[src/bridge_pkg.sv]
// Shared constants, carrier types and command decode for the bridge filter.
package bridge_pkg;

   // Bus command codes seen on the command/byte-enable lines.
   localparam logic [3:0] CMD_INTACK  = 4'h0;
   localparam logic [3:0] CMD_SPECIAL = 4'h1;
   localparam logic [3:0] CMD_IO_RD   = 4'h2;
   localparam logic [3:0] CMD_IO_WR   = 4'h3;
   localparam logic [3:0] CMD_MEM_RD  = 4'h6;
   localparam logic [3:0] CMD_MEM_WR  = 4'h7;
   localparam logic [3:0] CMD_CFG_RD  = 4'ha;
   localparam logic [3:0] CMD_CFG_WR  = 4'hb;
   localparam logic [3:0] CMD_MEM_RDM = 4'hc;
   localparam logic [3:0] CMD_MEM_WRM = 4'hd;
   localparam logic [3:0] CMD_MEM_RDL = 4'he;
   localparam logic [3:0] CMD_MEM_WRL = 4'hf;

   // Counts and reset values.
   localparam int         NUM_MASTERS  = 9;
   localparam int         FIFO_DEPTH   = 8;
   localparam int         MAX_BUS_MHZ  = 66;
   localparam int         CLK_MHZ      = 50;
   localparam logic [8:0] GNT_IDLE_N   = 9'h1ff;
   localparam logic [8:0] HIGH_TIER_RST = 9'h000;
   localparam logic [3:0] SLOT_BRIDGE  = 4'h9;
   localparam logic [3:0] SLOT_LOW     = 4'ha;
   localparam logic [3:0] OWNER_NONE   = 4'hf;

   typedef enum logic {BUS_PRIMARY, BUS_SECONDARY} bus_type;

   // One transaction request: bus, command and configuration type.
   typedef struct packed {
      bus_type    bus;
      logic [3:0] cmd;
      logic       type1;
   } txn_type;

   localparam int TXN_W = $bits(txn_type);

   typedef enum {ISSUE_IDLE, ISSUE_WAIT_BUS, ISSUE_OFFER} issue_state_type;

   // Commands the bridge may start as master.
   function automatic logic master_ok(txn_type t);
      unique case (t.cmd)
         CMD_SPECIAL, CMD_IO_RD, CMD_IO_WR, CMD_MEM_RD, CMD_MEM_WR,
         CMD_MEM_RDM, CMD_MEM_WRM, CMD_MEM_RDL, CMD_MEM_WRL:
            return 1'b1;
         CMD_CFG_RD: return t.bus == BUS_SECONDARY;
         CMD_CFG_WR: return t.bus == BUS_SECONDARY || t.type1;
         default:    return 1'b0;
      endcase
   endfunction

   // Commands the bridge may claim as target.
   function automatic logic target_ok(txn_type t);
      unique case (t.cmd)
         CMD_IO_RD, CMD_IO_WR, CMD_MEM_RD, CMD_MEM_WR,
         CMD_MEM_RDM, CMD_MEM_WRM, CMD_MEM_RDL, CMD_MEM_WRL:
            return 1'b1;
         CMD_CFG_RD: return t.bus == BUS_PRIMARY;
         CMD_CFG_WR: return t.bus == BUS_PRIMARY || t.type1;
         default:    return 1'b0;
      endcase
   endfunction

   // Rotating pick: nearest set bit after last among n slots.
   function automatic logic [4:0] rr_pick(logic [10:0] req,
                                          logic [3:0] last, int n);
      int         j;
      logic [4:0] r;
      r = 5'h00;
      for (int i = n; i >= 1; i--) begin
         j = (int'(last) + i) % n;
         if (req[j]) begin
            r = {1'b1, 4'(j)};
         end
      end
      return r;
   endfunction

endpackage

[src/txn_fifo.sv]
// Small FIFO with registered read data and valid/ready on both sides.
`timescale 1ns/10ps
module txn_fifo #(
   parameter int WIDTH = 6,
   parameter int DEPTH = 8
) (
   input  wire logic             clk_in,
   input  wire logic             rst_n_in,
   input  wire logic             wr_valid_in,
   output logic                  wr_ready_out,
   input  wire logic [WIDTH-1:0] wr_data_in,
   output logic                  rd_valid_out,
   input  wire logic             rd_ready_in,
   output logic [WIDTH-1:0]      rd_data_out
);
   localparam int AW = $clog2(DEPTH);

   initial begin
      if (DEPTH < 2 || (1 << AW) != DEPTH || WIDTH < 1) begin
         $error("txn_fifo: DEPTH must be a power of two >= 2");
      end
   end

   typedef struct packed {
      logic [AW-1:0] wp;
      logic [AW-1:0] rp;
      logic [AW:0]   cnt;
      logic          ready;
      logic          ov;
      logic [WIDTH-1:0] od;
   } fifo_state_type;

   fifo_state_type   s_reg;
   fifo_state_type   s_next;
   logic [WIDTH-1:0] mem [DEPTH];
   logic             push;
   logic             pop;

   // Full counts only the array; the output register is one extra slot.
   assign wr_ready_out = s_reg.ready;
   assign rd_valid_out = s_reg.ov;
   assign rd_data_out  = s_reg.od;
   assign push         = wr_valid_in && wr_ready_out;
   assign pop          = (s_reg.cnt != '0) && (!s_reg.ov || rd_ready_in);

   // Pointer and output register update.
   always_comb begin
      s_next = s_reg;
      if (push) begin
         s_next.wp = s_reg.wp + 1'b1;
      end
      if (pop) begin
         s_next.rp = s_reg.rp + 1'b1;
         s_next.od = mem[s_reg.rp];
         s_next.ov = 1'b1;
      end else if (rd_ready_in) begin
         s_next.ov = 1'b0;
      end
      s_next.cnt = s_reg.cnt + (AW + 1)'(push) - (AW + 1)'(pop);
      // Ready is kept in a flop so the write side sees no logic path.
      s_next.ready = s_next.cnt != (AW + 1)'(DEPTH);
   end

   always_ff @(posedge clk_in or negedge rst_n_in) begin
      if (!rst_n_in) begin
         s_reg       <= '0;
         s_reg.ready <= 1'b1;
      end else begin
         s_reg <= s_next;
      end
   end

   // Storage array carries no reset so it maps onto plain memory.
   always_ff @(posedge clk_in) begin
      if (push) begin
         mem[s_reg.wp] <= wr_data_in;
      end
   end
endmodule

[src/pci_bridge_command_filter.sv]
// Command filter, target claim timing and secondary arbiter of the bridge.
`timescale 1ns/10ps
module pci_bridge_command_filter
   import bridge_pkg::*;
#(
   parameter logic [8:0] HIGH_TIER = HIGH_TIER_RST
) (
   input  wire logic                clk_in,
   input  wire logic                resetn_in,
   input  wire logic                p_addr_valid_in,
   input  wire logic [3:0]          p_cmd_in,
   input  wire logic                p_type1_in,
   output logic                     p_devsel_out,
   output logic                     p_hdr_sel_out,
   input  wire logic                s_addr_tgl_in,
   input  wire logic [3:0]          s_cmd_in,
   input  wire logic                s_type1_in,
   output logic                     s_devsel_out,
   input  wire logic                mreq_valid_in,
   output logic                     mreq_ready_out,
   input  wire bridge_pkg::txn_type mreq_txn_in,
   output logic                     issue_valid_out,
   input  wire logic                issue_ready_in,
   output bridge_pkg::txn_type      issue_txn_out,
   output logic                     reject_out,
   input  wire logic [8:0]          req_n_in,
   output logic [8:0]               gnt_n_out,
   input  wire logic                ext_arb_in,
   output logic                     ext_req_n_out,
   input  wire logic                ext_gnt_n_in
);

   initial begin
      if (CLK_MHZ > MAX_BUS_MHZ) begin
         $error("clock rate above the supported bus rate");
      end
   end

   typedef struct packed {
      logic [5:0]      s_meta;
      logic [5:0]      s_sync;
      logic            s_tgl_seen;
      logic [1:0]      pin_meta;
      logic [1:0]      pin_sync;
      logic [8:0]      req_meta;
      logic [8:0]      req_sync;
      logic            p_claim_d1;
      logic            p_hdr_d1;
      logic            p_devsel;
      logic            p_hdr_sel;
      logic            s_claim_d1;
      logic            s_devsel;
      issue_state_type issue_state;
      txn_type         hold;
      logic            issue_valid;
      logic            reject;
      logic [3:0]      owner;
      logic [3:0]      hi_last;
      logic [3:0]      lo_last;
      logic [8:0]      gnt_n;
      logic            ext_req_n;
   } state_type;

   state_type   st_reg;
   state_type   st_next;
   logic [1:0]  rst_chain;
   logic        rst_n;
   logic        fifo_valid;
   logic        fifo_ready;
   txn_type     fifo_txn;
   txn_type     p_txn;
   txn_type     s_txn;
   logic        s_evt;
   logic        ext_mode;
   logic        ext_gnt;
   logic        bus_granted;
   logic        bridge_req;

   // Reset release through two flops; only the second one is used.
   always_ff @(posedge clk_in or negedge resetn_in) begin
      if (!resetn_in) begin
         rst_chain <= 2'h0;
      end else begin
         rst_chain <= {rst_chain[0], 1'b1};
      end
   end
   assign rst_n = rst_chain[1];

   // Outbound master requests queue here; the drain stalls while the issue sequencer is busy.
   txn_fifo #(
      .WIDTH (TXN_W),
      .DEPTH (FIFO_DEPTH)
   ) u_fifo (
      .clk_in       (clk_in),
      .rst_n_in     (rst_n),
      .wr_valid_in  (mreq_valid_in),
      .wr_ready_out (mreq_ready_out),
      .wr_data_in   (mreq_txn_in),
      .rd_valid_out (fifo_valid),
      .rd_ready_in  (fifo_ready),
      .rd_data_out  (fifo_txn)
   );

   // Decoded views of the primary inputs and the synchronised secondary-side and arbiter pins.
   assign p_txn       = '{bus: BUS_PRIMARY, cmd: p_cmd_in, type1: p_type1_in};
   assign s_txn       = '{bus: BUS_SECONDARY, cmd: st_reg.s_sync[4:1],
                          type1: st_reg.s_sync[0]};
   assign s_evt       = st_reg.s_sync[5] != st_reg.s_tgl_seen;
   assign ext_mode    = st_reg.pin_sync[1];
   assign ext_gnt     = !st_reg.pin_sync[0];
   assign fifo_ready  = st_reg.issue_state == ISSUE_IDLE;
   assign bridge_req  = st_reg.issue_state != ISSUE_IDLE
                        && st_reg.hold.bus == BUS_SECONDARY;
   assign bus_granted = ext_mode ? ext_gnt : st_reg.owner == SLOT_BRIDGE;

   // Whole next-state of the block.
   always_comb begin
      logic [10:0] hi_req;
      logic [10:0] lo_req;
      logic [8:0]  req;
      logic [4:0]  pick;
      logic        owner_busy;
      hi_req     = 11'h000;
      lo_req     = 11'h000;
      pick       = 5'h00;
      owner_busy = 1'b0;
      st_next = st_reg;
      req     = ~st_reg.req_sync;
      // Secondary pins cross through two flops before use.
      st_next.s_meta   = {s_addr_tgl_in, s_cmd_in, s_type1_in};
      st_next.s_sync   = st_reg.s_meta;
      st_next.s_tgl_seen = st_reg.s_sync[5];
      st_next.pin_meta = {ext_arb_in, ext_gnt_n_in};
      st_next.pin_sync = st_reg.pin_meta;
      st_next.req_meta = req_n_in;
      st_next.req_sync = st_reg.req_meta;

      // Claim decision, then device select two cycles on.
      st_next.p_claim_d1 = p_addr_valid_in && target_ok(p_txn);
      st_next.p_hdr_d1   = p_addr_valid_in && !p_type1_in
                           && (p_cmd_in == CMD_CFG_RD
                               || p_cmd_in == CMD_CFG_WR);
      st_next.p_devsel   = st_reg.p_claim_d1;
      st_next.p_hdr_sel  = st_reg.p_hdr_d1;
      // Secondary never reaches the header, only forwarding claims.
      st_next.s_claim_d1 = s_evt && target_ok(s_txn);
      st_next.s_devsel   = st_reg.s_claim_d1;

      // Master issue sequencer.
      st_next.reject = 1'b0;
      unique case (st_reg.issue_state)
         ISSUE_IDLE: begin
            if (fifo_valid) begin
               st_next.hold = fifo_txn;
               if (!master_ok(fifo_txn)) begin
                  st_next.reject = 1'b1;
               end else if (fifo_txn.bus == BUS_PRIMARY) begin
                  st_next.issue_state = ISSUE_OFFER;
               end else begin
                  st_next.issue_state = ISSUE_WAIT_BUS;
               end
            end
         end
         ISSUE_WAIT_BUS: begin
            if (bus_granted) begin
               st_next.issue_state = ISSUE_OFFER;
            end
         end
         ISSUE_OFFER: begin
            if (issue_ready_in) begin
               st_next.issue_state = ISSUE_IDLE;
            end
         end
      endcase
      st_next.issue_valid = st_next.issue_state == ISSUE_OFFER;

      // Two-tier arbiter: the low tier is a single slot of the high one.
      lo_req = {2'b00, req & ~HIGH_TIER};
      hi_req = {|lo_req, bridge_req, req & HIGH_TIER};
      owner_busy = (st_reg.owner == SLOT_BRIDGE) ? bridge_req
                   : (st_reg.owner < SLOT_BRIDGE) ? req[st_reg.owner]
                   : 1'b0;
      if (ext_mode) begin
         st_next.owner = OWNER_NONE;
      end else if (!owner_busy) begin
         st_next.owner = OWNER_NONE;
         pick = rr_pick(hi_req, st_reg.hi_last, NUM_MASTERS + 2);
         if (pick[4]) begin
            st_next.hi_last = pick[3:0];
            st_next.owner   = pick[3:0];
            if (pick[3:0] == SLOT_LOW) begin
               pick = rr_pick(lo_req, st_reg.lo_last, NUM_MASTERS);
               st_next.lo_last = pick[3:0];
               st_next.owner   = pick[3:0];
            end
         end
      end
      for (int i = 0; i < NUM_MASTERS; i++) begin
         st_next.gnt_n[i] = !(st_next.owner == 4'(i));
      end
      st_next.ext_req_n = !(ext_mode && bridge_req);
   end

   always_ff @(posedge clk_in or negedge rst_n) begin
      if (!rst_n) begin
         st_reg             <= '0;
         st_reg.owner       <= OWNER_NONE;
         st_reg.gnt_n       <= GNT_IDLE_N;
         st_reg.ext_req_n   <= 1'b1;
         st_reg.req_meta    <= GNT_IDLE_N;
         st_reg.req_sync    <= GNT_IDLE_N;
         st_reg.pin_meta    <= 2'h1;
         st_reg.pin_sync    <= 2'h1;
         st_reg.issue_state <= ISSUE_IDLE;
      end else begin
         st_reg <= st_next;
      end
   end

   // All outputs but mreq_ready_out come straight from the state register.
   assign p_devsel_out    = st_reg.p_devsel;
   assign p_hdr_sel_out   = st_reg.p_hdr_sel;
   assign s_devsel_out    = st_reg.s_devsel;
   assign issue_valid_out = st_reg.issue_valid;
   assign issue_txn_out   = st_reg.hold;
   assign reject_out      = st_reg.reject;
   assign gnt_n_out       = st_reg.gnt_n;
   assign ext_req_n_out   = st_reg.ext_req_n;
endmodule

[config.mk]
export PLATFORM = sky130hd
export DESIGN_NAME = pci_bridge_command_filter
export DESIGN_NICKNAME = d
export VERILOG_FILES = /design/src/bridge_pkg.sv /design/src/txn_fifo.sv /design/src/pci_bridge_command_filter.sv
export SDC_FILE = /design/constraint.sdc
export NUM_CORES = 1
export LEC_CHECK = 0
export ABC_AREA = 1
export BUFFER_PORTS_ARGS = -buffer_cell sky130_fd_sc_hd__buf_2
export CAP_MARGIN = 10
export CORE_MARGIN = 10
export CORE_UTILIZATION = 30
export CTS_CLUSTER_SIZE = 16
export DETAILED_ROUTE_END_ITERATION = 16
export GPL_ROUTABILITY_DRIVEN = 0
export PLACE_DENSITY = 0.51
export SKIP_LAST_GASP = 1
export SLEW_MARGIN = 20
export SYNTH_ARGS = -nofsm -noshare
export SYNTH_HDL_FRONTEND = slang
export SYNTH_SLANG_ARGS = --single-unit
[constraint.sdc]
create_clock -name clk_in -period 3.8 [get_ports clk_in]
set_clock_uncertainty 0.05 [all_clocks]
set_input_delay 0.38 -clock clk_in [delete_from_list [all_inputs] [get_ports clk_in]]
set_output_delay 0.38 -clock clk_in [all_outputs]
set_load 0.05 [all_outputs]
==> results of run 1 <==
## layout by cell type, fill, tap and decap left out, types with 16 or more instances in the layout
cell,synthesis,final
inv_1,254,227
nand4_1,34,34
nand2_1,467,400
o21ai_1,37,33
buf_4,20,414
clkbuf_16,0,17
xor2_1,43,30
o21ai_0,92,78
ha_1,102,73
nor2_1,142,127
dlygate4sd3_1,0,17
ha_4,0,17
nor2_2,13,19
nand2_2,58,100
nand3_1,171,144
dfrtp_1,88,81
a21oi_1,52,42
nand3_2,12,33
xor2_2,9,17
inv_2,33,50
edfxtp_1,48,48
o21ai_2,19,30
dfstp_2,35,35
nand2_4,12,33
buf_6,2,16
buf_2,6,53
## path summary, 6_finish.rpt
check	from	end	slack, ns	cells after the start
setup / recovery	st_reg[11]	gnt_n_out[6]	-0.56	36
hold / removal	req_n_in[7]	st_next[75]	0.04	1
setup reg to reg	st_reg[11]	gnt_n_out[6]	-0.56	36
hold reg to reg	st_next[64]	p_hdr_sel_out	0.30	0
max in group asynchronous	rst_chain[1]	st_reg[53]	2.33	1
min in group asynchronous	resetn_in	rst_chain[1]	0.20	2
## logic make-up after synthesis
| logic type | after synthesis | share of synthesized area (%) |
|---|---|---|
| XOR/XNOR | 68 | 5.19 |
| AO/OA/AOI/OAI | 264 | 11.7 |
| AND/OR/NAND/NOR | 956 | 31.4 |
| adder cells (fa/ha/maj) | 103 | 9.25 |
| other | 1 | 0.0268 |
| buffers and inverters | 343 | 9.96 |
| flip-flops | 171 | 32.6 |
## metal layers
metal	wire length (um)	track usage (%)	vias up
met5	0	0	-
met4	681	3.49	0
met3	1490	1.99	43
met2	20100	24.6	235
met1	19700	19.2	6539
li1	-	-	7112
## metrics by stage
step	setup TNS [ns]	setup slack, ns	utilization [%]	hold slack, ns	cell area [sq um]
final	-7.74	-0.564	43.9	0.0378	20300
after CTS	-6.38	-0.493	41.9	0.00110	19400
after global placement	-8.72	-0.560	38.3	0.115	17800
after global routing	-13.64	-0.843	43.9	0.0147	20300
after detailed placement	-10.59	-0.691	38.3	0.118	17800
after floorplan	-8.25	-0.611	-	0.0344	14300
## cell type report
| class | instances | area (sq um) | share of cell area [%] |
|---|---|---|---|
| clock inverters | 15 | 199 | 0.979 |
| inverters | 294 | 1160 | 5.69 |
| flip-flops and latches | 171 | 4570 | 22.5 |
| clock buffers | 17 | 425 | 2.09 |
| repair buffers | 506 | 3840 | 18.9 |
| multi-input cells | 1394 | 9380 | 46.1 |
| well taps | 607 | 759 | 3.74 |
## worst max-delay path: cells and delay by family, from the launching register on
kind / cells / cell delay, ns
XOR/XNOR: 1 / 0.21
adder cells (fa/ha/maj): 3 / 0.65
buffers and inverters: 6 / 0.43
flip-flops: 1 / 0.43
AO/OA/AOI/OAI: 2 / 0.36
AND/OR/NAND/NOR: 24 / 2.13
## what timing repair did
item	in CTS	in global routing
endpoints found under the setup margin	21	22
hold endpoints to repair	17	1
cloned	0	2
hold buffers	16	1
buffers inserted	50	29
resized for setup	121	157
pin swaps	72	98
==> metrics.csv, run 1 <==
stage;metric;value;unit
sta;Rel. slew slack;37.7;%
route;Routed Antenna Nets;0;
status;outcome;finished, violations left;
cells_and_area;max reg flops;55;
logic_synthesis;top_reg_cell synth;dfrtp_1;
clocking;total CTS buffers;17;
clocking;clock latency on the worst-skew pair;0.43;ns
cells_and_area;layout net count;2520;
floorplanning;Rows;79;
logic_synthesis;Syn Std Cell Area;14000;sq um
sta;Final setup viols;20;
floorplanning;initial core utilization;30.2;%
clocking;Max clock buf depth;2;
min_path;Tightest Hold Check Type;input pin to register;
logic_synthesis;Synthesis Warnings;0;
logic_synthesis;Post-synth EDFFs;48;
sta;crit path time final;4.36;ns
sta;final hold vios;0;
route;router iterations before antenna repair;5;
route;DRC;0;
floorplanning;die width;236;um
logic_synthesis;Synth Instances;1906;
worst_setup_path;critical path's largest stage delay;0.43;ns
worst_setup_path;crit end category;register;
route;routed wire length;42000;um
logic_synthesis;post-synth top area cell;dfrtp_1;
global_route;vias in the first global route;13700;
clocking;CTS H-tree lvls;4;
route;DR vias/cell;4.64;
sta;Slew Limit Fails;0;
clocking;clock sink total;171;
sta;Worst-Margin Slew;0.935;ns
clocking;Root Buffer;clkbuf_16;
status;failing checks;negative setup slack;
logic_synthesis;Yosys reg bits;171;
cells_and_area;area grow syn2layout;45.0;%
logic_synthesis;Synth top area share;15.7;%
global_route;GRT Total Usage;14.5;%
placed_design;post-DP HPWL;31800;um
placed_design;Placed Cells;2876;
worst_setup_path;CP max FO;7;
sta;RSZ-0062 raised after global routing;yes;
logic_synthesis;Post-Syn Nets;2042;
logic_synthesis;Seq/Total Area, Yosys;32.6;%
sta;Peak Freq;229;MHz
worst_setup_path;crit path DAT;4.67;ns
worst_setup_path;most frequent cell on the critical path;nand2_1;
cells_and_area;antenna cells;0;
floorplanning;core area;46400;sq um
clocking;CTS tree;done;
clocking;Clock Pin Slew Worst Setup and Hold Paths;0.08;ns
logic_synthesis;Area contributors post-synth;dfrtp_1, nand2_1, edfxtp_1;
placed_design;input/output buffers;53;
floorplanning;die height;236;um
sta;Setup WS post-layout;-0.564;ns
logic_synthesis;Yosys cell types;66;
floorplanning;I/O pins;55;
worst_setup_path;worst path required time;4.11;ns
logic_synthesis;most common cell in the netlist;nand2_1;
logic_synthesis;Syn Area/Cell;7.35;sq um
cells_and_area;fill cell count;4603;
route;Via Count;13900;
global_route;first-pass GRT wire length;68500;um
job;Max-cap violations;0;
route;WL/cell;14.0;um
worst_setup_path;CP max stage cell;dfrtp_2;
route;DRT iter0 DRCs;791;
cells_and_area;Final Non-Filler Cells;3004;
global_route;largest net degree at the start of global routing;72;
logic_synthesis;synth cell count leaders;nand2_1, inv_1, nand3_1;
worst_setup_path;CP Class;register to register;
floorplanning;Die ar.;55800;sq um
sta;period utilization;115;%
global_route;gr ovfl total;0;
worst_setup_path;crit start category;register;
logic_synthesis;Post-synth ARST share;71.9;%
cells_and_area;fraction of layout cells with a size suffix above 1;40.4;%
global_route;initial antenna violation count;0;
Power of run 1 is left out: the tool's default activity adds up to more than one toggle a clock period on the data nets, which glitch-free logic cannot reach.
==> run 2, diff against run 1 <==
--- a/config.mk
+++ b/config.mk
@@ -10,6 +10,7 @@
 export CAP_MARGIN = 10
 export CORE_MARGIN = 10
 export CORE_UTILIZATION = 30
+export CTS_BUF_LIST = sky130_fd_sc_hd__clkbuf_2
 export CTS_CLUSTER_SIZE = 16
 export DETAILED_ROUTE_END_ITERATION = 16
 export GPL_ROUTABILITY_DRIVEN = 0
==> metrics.csv, run 2 (synthesis gave the netlist of run 1 again) <==
stage;metric;value;unit;change
worst_setup_path;critical path's largest stage delay;0.47;ns;+0.04 ns
cells_and_area;most frequent cells in the layout;buf_4, nand2_1, inv_1;;
placed_design;input/output buffers;53;;unchanged
job;Max-cap violations;0;;unchanged
worst_setup_path;r2r startpoint;st_reg[10];;
cells_and_area;layout net count;2543;;+0.91%
clocking;CTS H-tree lvls;4;;unchanged
clocking;Root Buffer;clkbuf_2;;
route;Via Count;14100;;+0.88%
clocking;Clock Pin Slew Worst Setup and Hold Paths;0.32;ns;+0.24 ns
cells_and_area;area grow syn2layout;44.9;%;about the same
status;outcome;finished, violations left;;
floorplanning;Rows;79;;unchanged
route;DRT iter0 DRCs;746;;-5.7%
worst_setup_path;crit end category;register;;
worst_setup_path;CP Class;register to register;;
floorplanning;Die ar.;55800;sq um;unchanged
worst_setup_path;CP max FO;5;;-2
route;DR vias/cell;4.64;;about the same
route;WL/cell;13.8;um;-1.5%
floorplanning;core area;46400;sq um;unchanged
global_route;first-pass GRT wire length;68100;um;-0.62%
global_route;vias in the first global route;13800;;+0.015%
sta;Slew Limit Fails;0;;unchanged
route;DRC;0;;unchanged
clocking;clock sink total;171;;unchanged
worst_setup_path;r2r setup slk;-0.63;ns;-0.06 ns
route;routed wire length;41700;um;-0.74%
worst_setup_path;CP Capture Point;gnt_n_out[3];;
clocking;Max clock buf depth;2;;unchanged
worst_setup_path;most frequent cell on the critical path;nand2_1;;
worst_setup_path;CP Launch Point;st_reg[10];;
worst_setup_path;worst path required time;4.44;ns;+0.33 ns
sta;RSZ-0062 raised after global routing;yes;;
sta;Rel. slew slack;38.8;%;+1.2 points
floorplanning;die height;236;um;unchanged
sta;Worst-Margin Slew;0.917;ns;-0.0175 ns
route;Routed Antenna Nets;0;;unchanged
worst_setup_path;CP max stage cell;dfrtp_2;;
placed_design;Placed Cells;2876;;unchanged
clocking;total CTS buffers;17;;unchanged
sta;Peak Freq;226;MHz;-1.5%
placed_design;post-DP HPWL;31800;um;unchanged
worst_setup_path;crit start category;register;;
floorplanning;initial core utilization;30.2;%;unchanged
min_path;Tightest Hold Check Type;input pin to register;;
global_route;initial antenna violation count;1;;+1
sta;Setup WS post-layout;-0.629;ns;-0.0648 ns
global_route;largest net degree at the start of global routing;72;;unchanged
worst_setup_path;end of the worst register-to-register path;gnt_n_out[3];;
cells_and_area;FF/Latch Area;4570;sq um;unchanged
global_route;gr ovfl total;0;;unchanged
cells_and_area;Final Non-Filler Cells;3028;;+0.80%
cells_and_area;area occupied by multi-input gates;9480;sq um;+1.1%
sta;Final setup viols;19;;-5.0%
global_route;GRT Total Usage;14.4;%;-0.12 points
clocking;clock latency on the worst-skew pair;0.75;ns;+0.32 ns
clocking;CTS tree;done;;
worst_setup_path;crit path DAT;5.07;ns;+0.40 ns
cells_and_area;fraction of layout cells with a size suffix above 1;40.9;%;+0.48 points
sta;crit path time final;4.43;ns;+0.0648 ns
worst_setup_path;R2R cell count;34;;-5.6%
sta;final hold vios;0;;unchanged
sta;period utilization;117;%;+1.7 points
cells_and_area;commonest non-fill, non-tap cell in the layout;buf_4;;
status;failing checks;negative setup slack;;
cells_and_area;fill cell count;4614;;+0.24%
floorplanning;die width;236;um;unchanged
route;router iterations before antenna repair;5;;unchanged
cells_and_area;max reg flops;55;;unchanged
floorplanning;I/O pins;55;;unchanged
[run 2: cell types whose count changed in the layout (fill, tap and decap cells not counted), moves of 8 or more]
cell / change
nand2_4: +8
clkbuf_2: +17
dlygate4sd3_1: +15
buf_4: +10
nand2_1: -11
clkbuf_16: -17
[run 2: per-layer routing]
metal	vias to the layer above	share of wire, %	wire length, um	track usage (%)
li1	7167	-	-	-
met1	6592	47	19600	19.2
met2	248	48	19900	24.1
met3	44	3.8	1570	2.14
met4	0	1.6	669	3.18
met5	-	0	0	0
[run 2: layout make-up]
| class | instances | share of cell area [%] |
|---|---|---|
| Antenna cell | 1 | 0.0123 |
| Clock buffer | 17 | 0.419 |
| Timing Repair Buffer | 531 | 20.0 |
| Inverter | 294 | 5.73 |
| Sequential cell | 171 | 22.5 |
| Tap cell | 607 | 3.74 |
| Clock inverter | 15 | 0.979 |
| Multi-Input combinational cell | 1392 | 46.6 |
[run 2: through the flow]
stage | TNS (ns) | setup WS [ns] | instance area (sq um) | util (%) | hold WS, ns
2_1_floorplan | -8.25 | -0.611 | 14300 | - | 0.0344
5_1_grt | -13.81 | -0.858 | 20300 | 43.8 | 0.0655
3_3_place_gp | -8.72 | -0.560 | 17800 | 38.3 | 0.115
4_1_cts | -7.61 | -0.581 | 19300 | 41.6 | 0.0990
6_report | -8.93 | -0.629 | 20300 | 43.8 | 0.190
3_5_place_dp | -10.59 | -0.691 | 17800 | 38.3 | 0.118
[run 2: how the worst min path moves through the flow]
stage                      startpoint            to  cells past startpoint  slack (ns)
after floorplan             resetn_in  rst_chain[0]                      0        0.03
after global placement      resetn_in  rst_chain[0]                      1        0.12
after detailed placement    resetn_in  rst_chain[0]                      1        0.12
after CTS                 req_n_in[4]   st_next[72]                      2         0.1
after global routing      req_n_in[8]   st_next[76]                      2        0.07
final                     req_n_in[8]   st_next[76]                      2        0.19
[run 2: critical path: cells and delay by family (launching register included)]
kind | cells | cell delay [ns]
compound gates | 3 | 0.37
xor+xnor | 1 | 0.19
fa+ha+maj | 2 | 0.50
buf+inv | 12 | 1.36
flops | 1 | 0.47
simple gates | 16 | 1.46
[run 2: what timing repair did]
| item | in CTS | in global routing |
|---|---|---|
| hold endpoints to repair | 72 | 0 |
| pin swaps | 86 | 82 |
| hold buffers | 32 | 0 |
| endpoints found under the setup margin | 21 | 22 |
| gates resized for setup | 138 | 169 |
| buffers inserted | 48 | 41 |
Power of run 2 is left out for the same reason.
